===== src/design/instr_dec_pkg.sv =====
/*
 * constants and carrier types for the instruction tail decoder.
 * assumes a single 250 MHz core clock and byte-wide fetch.
 */
// Functional notes
// [RL1] carry clear, flip and set opcodes decode, two cycles each.
// [RL2] direction clear and set opcodes decode, two cycles each.
// [RL3] interrupt clear/set and halt opcodes decode, two cycles each.
// [RL4] lock prefix takes two cycles; no-operation takes three.
// [RL5] interrupt return decodes, 28 cycles on both bus widths.
// [RL6] bounds check with addressing byte takes 33 to 35 cycles.
// [RL7] word operations add four cycles per memory transfer.
// [RL8] form 11 makes the operand select field a register code.
// [RL9] form 00 no offset, 01 sign-extended byte, 10 full word.
// [RL10] operand select picks the register sum, plus offset.
// [RL11] form 00 with select 110 is a direct 16-bit address.
// [RL12] displacement bytes follow the second byte, before immediates.
// [RL13] address calculation costs four cycles, inside quoted times.
// [RL14] prefix 001rr110 overrides segment: extra, code, stack, data.
// [RL15] register codes map to word or byte registers by size bit.
// [RL16] operands addressed through frame pointer default to stack.
// [RL17] string destinations always use extra segment, no override.
// [RL18] software interrupt with type byte takes 47 cycles.
// [RL19] other memory operands default to data segment unless overridden.
package instr_dec_pkg;
	localparam logic [7:0] OP_CARRY_CLEAR = 8'hF8;
	localparam logic [7:0] OP_CARRY_FLIP  = 8'hF5;
	localparam logic [7:0] OP_CARRY_SET   = 8'hF9;
	localparam logic [7:0] OP_DIR_CLEAR   = 8'hFC;
	localparam logic [7:0] OP_DIR_SET     = 8'hFD;
	localparam logic [7:0] OP_INTR_CLEAR  = 8'hFA;
	localparam logic [7:0] OP_INTR_SET    = 8'hFB;
	localparam logic [7:0] OP_HALT        = 8'hF4;
	localparam logic [7:0] OP_LOCK        = 8'hF0;
	localparam logic [7:0] OP_NOP         = 8'h90;
	localparam logic [7:0] OP_INTR_RETURN = 8'hCF;
	localparam logic [7:0] OP_BOUND       = 8'h62;
	localparam logic [7:0] OP_SOFT_INTR   = 8'hCD;
	localparam logic [7:0] SEG_PFX_MASK   = 8'hE7;
	localparam logic [7:0] SEG_PFX_VAL    = 8'h26;

	localparam logic [7:0] CYC_CTRL       = 8'h02;
	localparam logic [7:0] CYC_NOP        = 8'h03;
	localparam logic [7:0] CYC_INTR_RET   = 8'h1C;
	localparam logic [7:0] CYC_BOUND_MIN  = 8'h21;
	localparam logic [7:0] CYC_BOUND_MAX  = 8'h23;
	localparam logic [7:0] CYC_SOFT_INTR  = 8'h2F;
	localparam logic [7:0] CYC_WORD_XFER  = 8'h04;
	localparam logic [7:0] CYC_EA         = 8'h04;

	localparam logic [1:0] FORM_NO_DISP   = 2'h0;
	localparam logic [1:0] FORM_DISP8     = 2'h1;
	localparam logic [1:0] FORM_DISP16    = 2'h2;
	localparam logic [1:0] FORM_REG       = 2'h3;
	localparam logic [2:0] SEL_DIRECT     = 3'h6;

	typedef enum logic [1:0] {
		SEG_EXTRA = 2'b00,
		SEG_CODE  = 2'b01,
		SEG_STACK = 2'b10,
		SEG_DATA  = 2'b11
	} seg_t;

	typedef enum logic [3:0] {
		K_NONE   = 4'b0000,
		K_CARRY_CLR = 4'b0001,
		K_CARRY_FLP = 4'b0010,
		K_CARRY_SET = 4'b0011,
		K_DIR_CLR   = 4'b0100,
		K_DIR_SET   = 4'b0101,
		K_INTR_CLR  = 4'b0110,
		K_INTR_SET  = 4'b0111,
		K_HALT      = 4'b1000,
		K_LOCK      = 4'b1001,
		K_NOP       = 4'b1010,
		K_INTR_RET  = 4'b1011,
		K_BOUND     = 4'b1100,
		K_SOFT_INTR = 4'b1101
	} op_kind_t;

	// register file image the address adder reads
	typedef struct packed {
		logic [15:0] base_word;
		logic [15:0] frame_ptr;
		logic [15:0] source_index_ptr;
		logic [15:0] dest_index_ptr;
	} addr_regs_t;

	// operand decode result
	typedef struct packed {
		logic        is_reg;
		logic [3:0]  reg_id;   // {size_bit, code}
		logic [15:0] effective_address;
		seg_t        seg;
		logic [1:0]  disp_bytes;
	} operand_t;
endpackage


===== src/design/instr_operand_decoder.sv =====
/*
 * decoder for processor-control opcodes, interrupt return, bounds check
 * and software interrupt, with cycle costs and the operand address.
 * assumes fetch presents one byte per i_byte_valid in program order.
 */
`timescale 1ns/1ps
module instr_operand_decoder (
	input  wire logic                      i_clk_sys,
	input  wire logic                      i_arst_n,
	input  wire logic                      i_byte_valid,
	input  wire logic [7:0]                i_byte,
	input  wire logic                      i_size_bit,
	input  wire logic [1:0]                i_mem_xfers,
	input  wire logic                      i_string_dst,
	input  wire instr_dec_pkg::addr_regs_t i_regs,
	output logic                           o_done,
	output instr_dec_pkg::op_kind_t        o_kind,
	output logic [7:0]                     o_cycles,
	output logic [7:0]                     o_cycles_max,
	output logic                           o_op_valid,
	output instr_dec_pkg::operand_t        o_operand,
	output logic                           o_lock
);
	typedef enum logic [2:0] {
		ST_OPCODE = 3'b000,
		ST_MODRM  = 3'b001,
		ST_DISP_L = 3'b010,
		ST_DISP_H = 3'b011,
		ST_TYPE   = 3'b100
	} state_t;

	state_t                  state_ff, nxt_state;
	logic [7:0]              modrm_ff, nxt_modrm;
	logic [7:0]              dlo_ff, nxt_dlo;
	logic                    ovr_v_ff, nxt_ovr_v;
	instr_dec_pkg::seg_t     ovr_seg_ff, nxt_ovr_seg;
	logic                    lock_ff, nxt_lock;
	logic                    done_ff, nxt_done;
	instr_dec_pkg::op_kind_t kind_ff, nxt_kind;
	logic [7:0]              cyc_ff, nxt_cyc;
	logic [7:0]              cycmax_ff, nxt_cycmax;
	logic                    opv_ff, nxt_opv;
	instr_dec_pkg::operand_t opnd_ff, nxt_opnd;
	instr_dec_pkg::operand_t ea_res;
	logic [7:0]              ea_lo, ea_hi;
	logic [7:0]              word_extra;
	logic                    op_take;

	// word cost: four cycles per memory transfer
	assign word_extra = i_size_bit
	                  ? 8'(i_mem_xfers) * instr_dec_pkg::CYC_WORD_XFER
	                  : 8'h00; // see RL7

	// low byte is the incoming byte in DISP_L, stored once DISP_H
	assign ea_lo = (state_ff == ST_DISP_H) ? dlo_ff : i_byte;
	assign ea_hi = i_byte;

	ea_unit u_ea (
		.i_size_bit  (i_size_bit),
		.i_modrm     (modrm_ff),
		.i_disp_lo   (ea_lo),
		.i_disp_hi   (ea_hi),
		.i_regs      (i_regs),
		.i_ovr_valid (ovr_v_ff),
		.i_ovr_seg   (ovr_seg_ff),
		.i_string_dst(i_string_dst),
		.o_op        (ea_res)
	);

	// sequencing and decode; one completion pulse per instruction
	always_comb begin
		nxt_state   = state_ff;
		nxt_modrm   = modrm_ff;
		nxt_dlo     = dlo_ff;
		nxt_ovr_v   = ovr_v_ff;
		nxt_ovr_seg = ovr_seg_ff;
		nxt_lock    = lock_ff;
		nxt_done    = 1'b0;
		nxt_kind    = kind_ff;
		nxt_cyc     = cyc_ff;
		nxt_cycmax  = cycmax_ff;
		nxt_opv     = 1'b0;
		nxt_opnd    = opnd_ff;
		if (i_byte_valid) begin
			unique case (state_ff)
				ST_OPCODE: begin
					nxt_done = 1'b1;
					nxt_cyc  = instr_dec_pkg::CYC_CTRL;
					nxt_cycmax = instr_dec_pkg::CYC_CTRL;
					if ((i_byte & instr_dec_pkg::SEG_PFX_MASK)
					    == instr_dec_pkg::SEG_PFX_VAL) begin
						// prefix held until the instruction ends
						nxt_done    = 1'b0;
						nxt_ovr_v   = 1'b1; // see RL14
						nxt_ovr_seg = instr_dec_pkg::seg_t'(i_byte[4:3]);
					end else begin
						unique case (i_byte)
							instr_dec_pkg::OP_CARRY_CLEAR:
								nxt_kind = instr_dec_pkg::K_CARRY_CLR; // see RL1
							instr_dec_pkg::OP_CARRY_FLIP:
								nxt_kind = instr_dec_pkg::K_CARRY_FLP; // see RL1
							instr_dec_pkg::OP_CARRY_SET:
								nxt_kind = instr_dec_pkg::K_CARRY_SET; // see RL1
							instr_dec_pkg::OP_DIR_CLEAR:
								nxt_kind = instr_dec_pkg::K_DIR_CLR; // see RL2
							instr_dec_pkg::OP_DIR_SET:
								nxt_kind = instr_dec_pkg::K_DIR_SET; // see RL2
							instr_dec_pkg::OP_INTR_CLEAR:
								nxt_kind = instr_dec_pkg::K_INTR_CLR; // see RL3
							instr_dec_pkg::OP_INTR_SET:
								nxt_kind = instr_dec_pkg::K_INTR_SET; // see RL3
							instr_dec_pkg::OP_HALT:
								nxt_kind = instr_dec_pkg::K_HALT; // see RL3
							instr_dec_pkg::OP_LOCK: begin
								nxt_kind = instr_dec_pkg::K_LOCK; // see RL4
								nxt_lock = 1'b1;
							end
							instr_dec_pkg::OP_NOP: begin
								nxt_kind = instr_dec_pkg::K_NOP; // see RL4
								nxt_cyc  = instr_dec_pkg::CYC_NOP;
								nxt_cycmax = instr_dec_pkg::CYC_NOP;
							end
							instr_dec_pkg::OP_INTR_RETURN: begin
								nxt_kind = instr_dec_pkg::K_INTR_RET; // see RL5
								nxt_cyc  = instr_dec_pkg::CYC_INTR_RET;
								nxt_cycmax = instr_dec_pkg::CYC_INTR_RET;
							end
							instr_dec_pkg::OP_BOUND: begin
								nxt_done  = 1'b0; // see RL6
								nxt_kind  = instr_dec_pkg::K_BOUND;
								nxt_state = ST_MODRM;
							end
							instr_dec_pkg::OP_SOFT_INTR: begin
								nxt_done  = 1'b0; // see RL18
								nxt_kind  = instr_dec_pkg::K_SOFT_INTR;
								nxt_state = ST_TYPE;
							end
							default: begin
								// outside this decoder's share: no completion, kind set to K_NONE
								nxt_done = 1'b0;
								nxt_kind = instr_dec_pkg::K_NONE;
							end
						endcase
						// prefixes apply to the next instruction only
						if (nxt_done && i_byte != instr_dec_pkg::OP_LOCK) begin
							nxt_ovr_v = 1'b0;
							nxt_lock  = 1'b0;
						end
					end
				end
				ST_TYPE: begin
					nxt_done   = 1'b1;
					nxt_cyc    = instr_dec_pkg::CYC_SOFT_INTR; // see RL18
					nxt_cycmax = instr_dec_pkg::CYC_SOFT_INTR;
					nxt_state  = ST_OPCODE;
					nxt_ovr_v  = 1'b0;
					nxt_lock   = 1'b0;
				end
				ST_MODRM: begin
					nxt_modrm = i_byte;
					// displacement comes straight after this byte
					if ((i_byte[7:6] == instr_dec_pkg::FORM_DISP8)
					    || (i_byte[7:6] == instr_dec_pkg::FORM_DISP16)
					    || (i_byte[7:6] == instr_dec_pkg::FORM_NO_DISP
					        && i_byte[2:0] == instr_dec_pkg::SEL_DIRECT))
						nxt_state = ST_DISP_L; // see RL12
					else
						nxt_state = ST_DISP_H;
				end
				ST_DISP_L: begin
					nxt_dlo = i_byte;
					if (ea_res.disp_bytes == 2'h2)
						nxt_state = ST_DISP_H;
				end
				ST_DISP_H: begin
					nxt_state = ST_OPCODE;
				end
				default: nxt_state = ST_OPCODE;
			endcase
		end
		// operand complete: finished form without needing another byte
		if ((state_ff == ST_DISP_L && i_byte_valid
		     && ea_res.disp_bytes == 2'h1)
		    || (state_ff == ST_DISP_H
		        && (ea_res.disp_bytes == 2'h0 || i_byte_valid))) begin
			nxt_state  = ST_OPCODE;
			nxt_opv    = 1'b1;
			nxt_opnd   = ea_res;
			nxt_done   = 1'b1;
			// address time is inside the quoted range
			nxt_cyc    = instr_dec_pkg::CYC_BOUND_MIN + word_extra; // see RL13
			nxt_cycmax = instr_dec_pkg::CYC_BOUND_MAX + word_extra; // see RL6
			nxt_ovr_v  = 1'b0;
			nxt_lock   = 1'b0;
		end
	end

	// registers only
	always_ff @(posedge i_clk_sys or negedge i_arst_n) begin
		if (!i_arst_n) begin
			state_ff   <= ST_OPCODE;
			modrm_ff   <= 8'h00;
			dlo_ff     <= 8'h00;
			ovr_v_ff   <= 1'b0;
			ovr_seg_ff <= instr_dec_pkg::SEG_EXTRA;
			lock_ff    <= 1'b0;
			done_ff    <= 1'b0;
			kind_ff    <= instr_dec_pkg::K_NONE;
			cyc_ff     <= 8'h00;
			cycmax_ff  <= 8'h00;
			opv_ff     <= 1'b0;
			opnd_ff    <= '0;
		end else begin
			state_ff   <= nxt_state;
			modrm_ff   <= nxt_modrm;
			dlo_ff     <= nxt_dlo;
			ovr_v_ff   <= nxt_ovr_v;
			ovr_seg_ff <= nxt_ovr_seg;
			lock_ff    <= nxt_lock;
			done_ff    <= nxt_done;
			kind_ff    <= nxt_kind;
			cyc_ff     <= nxt_cyc;
			cycmax_ff  <= nxt_cycmax;
			opv_ff     <= nxt_opv;
			opnd_ff    <= nxt_opnd;
		end
	end

	assign o_done       = done_ff;
	assign o_kind       = kind_ff;
	assign o_cycles     = cyc_ff;
	assign o_cycles_max = cycmax_ff;
	assign o_op_valid   = opv_ff;
	assign o_operand    = opnd_ff;
	assign o_lock       = lock_ff;

	// opcode byte taken at this edge; shortens the checks below
	assign op_take = i_byte_valid && (state_ff == ST_OPCODE);

	AST_CTRL_TWO: assert property ( // see RL1
		@(posedge i_clk_sys) disable iff (!i_arst_n)
		(op_take && i_byte == instr_dec_pkg::OP_CARRY_SET)
		|=> (o_done && o_cycles == 8'h02
		     && o_kind == instr_dec_pkg::K_CARRY_SET))
		else $error("carry set not two cycles");

	AST_DIR_SET: assert property ( // see RL2
		@(posedge i_clk_sys) disable iff (!i_arst_n)
		(op_take && i_byte == instr_dec_pkg::OP_DIR_SET)
		|=> (o_kind == instr_dec_pkg::K_DIR_SET && o_cycles == 8'h02))
		else $error("direction set decode wrong");

	AST_HALT: assert property ( // see RL3
		@(posedge i_clk_sys) disable iff (!i_arst_n)
		(op_take && i_byte == instr_dec_pkg::OP_HALT)
		|=> (o_done && o_kind == instr_dec_pkg::K_HALT))
		else $error("halt decode wrong");

	AST_NOP_THREE: assert property ( // see RL4
		@(posedge i_clk_sys) disable iff (!i_arst_n)
		(op_take && i_byte == instr_dec_pkg::OP_NOP)
		|=> (o_cycles == 8'h03))
		else $error("no-op cost wrong");

	AST_LOCK: assert property ( // see RL4
		@(posedge i_clk_sys) disable iff (!i_arst_n)
		(op_take && i_byte == instr_dec_pkg::OP_LOCK)
		|=> (o_done && o_lock && o_cycles == 8'h02
		     && o_kind == instr_dec_pkg::K_LOCK))
		else $error("lock prefix decode wrong");

	AST_INTR_RETURN_OP: assert property ( // see RL5
		@(posedge i_clk_sys) disable iff (!i_arst_n)
		(op_take && i_byte == instr_dec_pkg::OP_INTR_RETURN)
		|=> (o_cycles == 8'h1C && o_kind == instr_dec_pkg::K_INTR_RET))
		else $error("interrupt return cost wrong");

	AST_BOUND_RANGE: assert property ( // see RL6
		@(posedge i_clk_sys) disable iff (!i_arst_n)
		(o_op_valid && !i_size_bit && $past(i_size_bit) == 1'b0
		 && $past(i_mem_xfers) == 2'h0)
		|-> (o_cycles == 8'h21 && o_cycles_max == 8'h23))
		else $error("bounds check cost wrong");

	AST_WORD_COST: assert property ( // see RL7
		@(posedge i_clk_sys) disable iff (!i_arst_n)
		(o_op_valid && $past(i_size_bit) == 1'b1)
		|-> (o_cycles == 8'h21 + 8'($past(i_mem_xfers)) * 8'h04
		     && o_cycles_max == 8'h23 + 8'($past(i_mem_xfers)) * 8'h04))
		else $error("word transfer cost wrong");

	AST_DIRECT: assert property ( // see RL11
		@(posedge i_clk_sys) disable iff (!i_arst_n)
		(o_op_valid && o_operand.disp_bytes == 2'h2 && !o_operand.is_reg
		 && $past(modrm_ff[7:6]) == 2'h0)
		|-> (o_operand.effective_address
		     == {$past(i_byte), $past(dlo_ff)}))
		else $error("direct address wrong");

	AST_STRING_SEG: assert property ( // see RL17
		@(posedge i_clk_sys) disable iff (!i_arst_n)
		(o_op_valid && $past(i_string_dst) == 1'b1)
		|-> (o_operand.seg == instr_dec_pkg::SEG_EXTRA))
		else $error("string destination not in extra segment");

	AST_SOFT_INT: assert property ( // see RL18
		@(posedge i_clk_sys) disable iff (!i_arst_n)
		(op_take && i_byte == instr_dec_pkg::OP_SOFT_INTR)
		##1 (i_byte_valid && state_ff == ST_TYPE)
		|=> (o_done && o_cycles == 8'h2F))
		else $error("software interrupt cost wrong");

	AST_REG_FORM: assert property ( // see RL8
		@(posedge i_clk_sys) disable iff (!i_arst_n)
		(o_op_valid && $past(modrm_ff[7:6]) == 2'h3)
		|-> (o_operand.is_reg && o_operand.effective_address == 16'h0000))
		else $error("register form not flagged");
endmodule


===== src/design/ea_unit.sv =====
/*
 * effective address and segment selection for one addressing byte.
 * assumes displacement bytes and register values are already stable.
 */
`timescale 1ns/1ps
module ea_unit (
	input  wire logic                      i_size_bit,
	input  wire logic [7:0]                i_modrm,
	input  wire logic [7:0]                i_disp_lo,
	input  wire logic [7:0]                i_disp_hi,
	input  wire instr_dec_pkg::addr_regs_t i_regs,
	input  wire logic                      i_ovr_valid,
	input  wire instr_dec_pkg::seg_t       i_ovr_seg,
	input  wire logic                      i_string_dst,
	output instr_dec_pkg::operand_t        o_op
);
	logic [1:0]  form;
	logic [2:0]  sel;
	logic [15:0] disp;
	logic [15:0] base_sum;
	logic        uses_frame;
	logic [1:0]  disp_bytes;

	assign form = i_modrm[7:6];
	assign sel  = i_modrm[2:0];

	// displacement by form; bytes sit right after the addressing byte
	always_comb begin
		disp = 16'h0000;
		disp_bytes = 2'h0;
		unique case (form)
			instr_dec_pkg::FORM_NO_DISP: begin // see RL9
				disp = 16'h0000;
				if (sel == instr_dec_pkg::SEL_DIRECT) begin // see RL11
					disp = {i_disp_hi, i_disp_lo};
					disp_bytes = 2'h2;
				end
			end
			instr_dec_pkg::FORM_DISP8: begin // see RL9 RL12
				disp = {{8{i_disp_lo[7]}}, i_disp_lo};
				disp_bytes = 2'h1;
			end
			instr_dec_pkg::FORM_DISP16: begin // see RL9 RL12
				disp = {i_disp_hi, i_disp_lo};
				disp_bytes = 2'h2;
			end
			instr_dec_pkg::FORM_REG: begin
				disp = 16'h0000;
			end
		endcase
	end

	// register sum by operand select
	always_comb begin
		uses_frame = 1'b0;
		unique case (sel) // see RL10
			3'h0: base_sum = i_regs.base_word + i_regs.source_index_ptr;
			3'h1: base_sum = i_regs.base_word + i_regs.dest_index_ptr;
			3'h2: begin
				base_sum = i_regs.frame_ptr + i_regs.source_index_ptr;
				uses_frame = 1'b1;
			end
			3'h3: begin
				base_sum = i_regs.frame_ptr + i_regs.dest_index_ptr;
				uses_frame = 1'b1;
			end
			3'h4: base_sum = i_regs.source_index_ptr;
			3'h5: base_sum = i_regs.dest_index_ptr;
			3'h6: begin
				base_sum = i_regs.frame_ptr;
				uses_frame = 1'b1;
			end
			3'h7: base_sum = i_regs.base_word;
		endcase
		// direct form has no register part at all
		if (form == instr_dec_pkg::FORM_NO_DISP
		    && sel == instr_dec_pkg::SEL_DIRECT) begin // see RL11
			base_sum = 16'h0000;
			uses_frame = 1'b0;
		end
	end

	// result and segment; string destination beats any prefix
	always_comb begin
		o_op.is_reg = (form == instr_dec_pkg::FORM_REG); // see RL8
		o_op.reg_id = {i_size_bit, sel}; // see RL15
		o_op.disp_bytes = disp_bytes;
		o_op.effective_address = o_op.is_reg ? 16'h0000
		                                     : base_sum + disp;
		if (i_string_dst)
			o_op.seg = instr_dec_pkg::SEG_EXTRA; // see RL17
		else if (i_ovr_valid)
			o_op.seg = i_ovr_seg; // see RL14
		else if (uses_frame && !o_op.is_reg)
			o_op.seg = instr_dec_pkg::SEG_STACK; // see RL16
		else
			o_op.seg = instr_dec_pkg::SEG_DATA; // see RL19
	end
endmodule


===== config.mk =====
export PLATFORM = sky130hd
export DESIGN_NAME = instr_operand_decoder
export DESIGN_NICKNAME = d
export VERILOG_FILES = /design/src/design/instr_dec_pkg.sv /design/src/design/instr_operand_decoder.sv /design/src/design/ea_unit.sv
export SDC_FILE = /design/constraint.sdc
export NUM_CORES = 1
export LEC_CHECK = 0
export BUFFER_PORTS_ARGS = -buffer_cell sky130_fd_sc_hd__buf_2
export CAP_MARGIN = 20
export CORE_MARGIN = 2
export CORE_UTILIZATION = 60
export CTS_CLUSTER_SIZE = 16
export DETAILED_ROUTE_END_ITERATION = 8
export PLACE_DENSITY = 0.86
export SLEW_MARGIN = 20
export SYNTH_ARGS = -nofsm -noshare
export SYNTH_HDL_FRONTEND = slang
export SYNTH_SLANG_ARGS = --single-unit

===== constraint.sdc =====
create_clock -name i_clk_sys -period 13.4 [get_ports i_clk_sys]
set_input_delay 2.68 -clock i_clk_sys [delete_from_list [all_inputs] [get_ports i_clk_sys]]
set_output_delay 2.68 -clock i_clk_sys [all_outputs]
set_load 0.02 [all_outputs]

==> qor.csv <==
metric,value,unit
outcome,completed,
yosysTopAreaCell,dfrtp_1,
clk_pin_slew,0.06,ns
drc,0,
holdPathStages,2,
clock_latency,0.34,ns
worst_setup_path_start_kind,primary input,
drt_first_pass_iters,5,
post_drt_via_cell_ratio,6.21,
grt_max_degree,59,
final_nets,949,
tightest_slew,0.857,ns
drt-total-wl,16700,um
cts_made_buffers,9,
postCtsHoldBufs,0,
fin_skew,0.00825,ns
cp.arrival,7.11,ns
end_kind,register,
final_common_cell,buf_2,
path_cells,"buf_2, mux2_2, ha_1, o21ai_0, o21ai_1, a2111o_1, a31oi_1, xnor2_1, nand2_1, a311oi_1, ha_1, a21o_1, a31o_2, a21oi_1, o31ai_2, a211o_1, a21oi_1, xor2_1, a2111o_1, o211ai_2",
r2r_cells,21,
grt_pass1_wl,27700,um
syn_inst,720,
drt_iter0_markers,373,
clockRootBuffer,clkbuf_8,
place.gp.congestion,0.914,
timing.max_cap.violations,0,
slowest_stage,a2111o_1,
dieArea,0.0111,mm2
area_growth_syn_to_layout,13.1,%
num_antenna_cells,0,
peakVddDrop,0.0997,mV
start_util,62.3,%
synth_edf_count,0,
port_buffers,122,
hold_viol_final,0,
relSlewSlack,42.9,%
coreArea,0.00986,mm2
hp-class,reg -> reg,
ys_seq_area_share,23.6,%
row_count,36,
synth_xor_area_share,4.56,%
synthAdderAreaFrac,11.4,%
num_vias,5922,
clockBufferDepth,2,
final_cell_mix,"buf_2, nand2_1, nor2_1",
wire_per_inst,17.5,um
ff2ff_setup_slack,7.16,ns
dpl.hpwl,13000,um
synth-main-ff-cell,dfrtp_1,
avgSynthCellArea,8.54,um2
crit_required,13.67,ns
finalPower,1.78,mW
grt_setup_unrepaired,false,
ys_async_sr_fraction,100,%
grt_pass1_vias,5975,
synthMuxAreaShare,16.6,%
powerDensity,256,mW/mm2
ant_nets,0,
synth-compound-area-share,20.0,%
die_y,105,um
die_w,105,um
fin_crit_sh,51.1,%
ctsResizeCount,0,
synthTopCellsByArea,"dfrtp_1, ha_1, mux2_2",
boundaryPins,127,
crit_fanout,5,
grt_use_total,30.4,%
ys.warnings.count,0,
fmax,146,MHz
drive_gt1_share,26.6,%
cts_setup_buffers,0,
h-tree-depth,3,
ys_types,73,
yosys.area.top_type_share,23.6,%
finalSetupViolations,0,
yosys.area_share.simple,18.3,%
fin_crit,6.85,ns
ys_ff_latch,58,
power.leakage,3.39,nW
synthesis.area,0.00615,mm2
cts_tree,yes,
tns,0,ns
finalMaxSlewViolations,0,
synth_top_family_by_area,compound AO/OA/AOI/OAI gates,
critical_path_class,in -> reg,
grt_overflow_total,0,
slowest_delay,0.42,ns
antenna_found_initial,0,
clock_sinks,58,
[worst max-delay path: cells and delay by family]
family / cells / cell delay, ns
xor gates and xnor gates: 2 / 0.25
adders and majority gates: 2 / 0.67
and+or+nand+nor: 1 / 0.06
AOI/OAI and AO/OA: 13 / 3.07
buffers and inverters: 1 / 0.11
muxes: 1 / 0.27
[routing by layer]
layer / wire, um / track usage [%] / vias up
li1: - / - / 2794
met1: 6750 / 37.2 / 2795
met2: 8230 / 52.8 / 271
met3: 1130 / 4.64 / 62
met4: 573 / 13.7 / 0
met5: 0 / 0 / -
[where the power goes]
| group | switching [mW] | internal, mW | leakage, nW |
|---|---|---|---|
| Combinational | 0.758 | 0.523 | 2.56 |
| Clock | 0.0729 | 0.109 | 0.109 |
| Sequential | 0.0614 | 0.253 | 0.718 |
[cell type report]
class	instances	area (um2)
Clock buffer	11	141
Sequential cell	58	1450
Timing Repair Buffer	126	641
Fill cell	804	2920
Inverter	28	110
Clock inverter	5	77.6
Multi-Input combinational cell	593	4360
Tap cell	133	166
[sequential cells by signal, summed over array words and instances (netlist names)]
name          cells
o_cycles_max      2
o_op_valid        1
o_lock            1
ovr_seg_ff        2
state_ff          3
o_operand        25
ovr_v_ff          1
o_kind            4
modrm_ff          5
o_cycles          5
o_done            1
dlo_ff            8
[synthesized netlist by cell type, drive strengths merged, types with 13 or more instances]
master   n
xnor2   19
mux2i   18
clkbuf  20
nor3    21
nand2   79
buf     24
nand3   13
mux2    46
a21oi   54
dfrtp   58
xor2    13
mux4    14
inv     27
a21o    19
nor2b   14
o21ai   44
ha      51
nor2    67
[worst paths after layout]
path / start / end
worst min-delay path: o_operand[23] / o_operand[23]
worst max register to register: modrm_ff[2] / o_operand[19]
max in group asynchronous: i_arst_n / o_operand[13]
worst max-delay path: i_regs[34] / o_operand[19]
worst min register to register: o_operand[23] / o_operand[23]
min in group asynchronous: i_arst_n / o_kind[3]
[metrics by stage]
stage	utilization (%)	cell area, um2	std cells	hold slack, ns	setup slack [ns]
floorplan	-	6160	723	0.480	6.78
global placement	68.2	6730	938	0.451	6.45
detailed placement	68.2	6730	938	0.455	6.29
CTS	70.4	6950	954	0.471	6.63
global route	70.4	6950	954	0.499	6.24
finish	70.4	6950	954	0.467	6.55
[kinds of logic (layout without fill, tap and decap cells)]
logic type      after synthesis  in the layout
fa+ha+maj                    54             54
simple gates                236            236
mux                          78             78
flops                        58             58
compound gates              189            189
xor+xnor                     32             32
buf+inv                      72            170
other cells                   1              4
No activity file was read; power rests on OpenSTA's default activity.
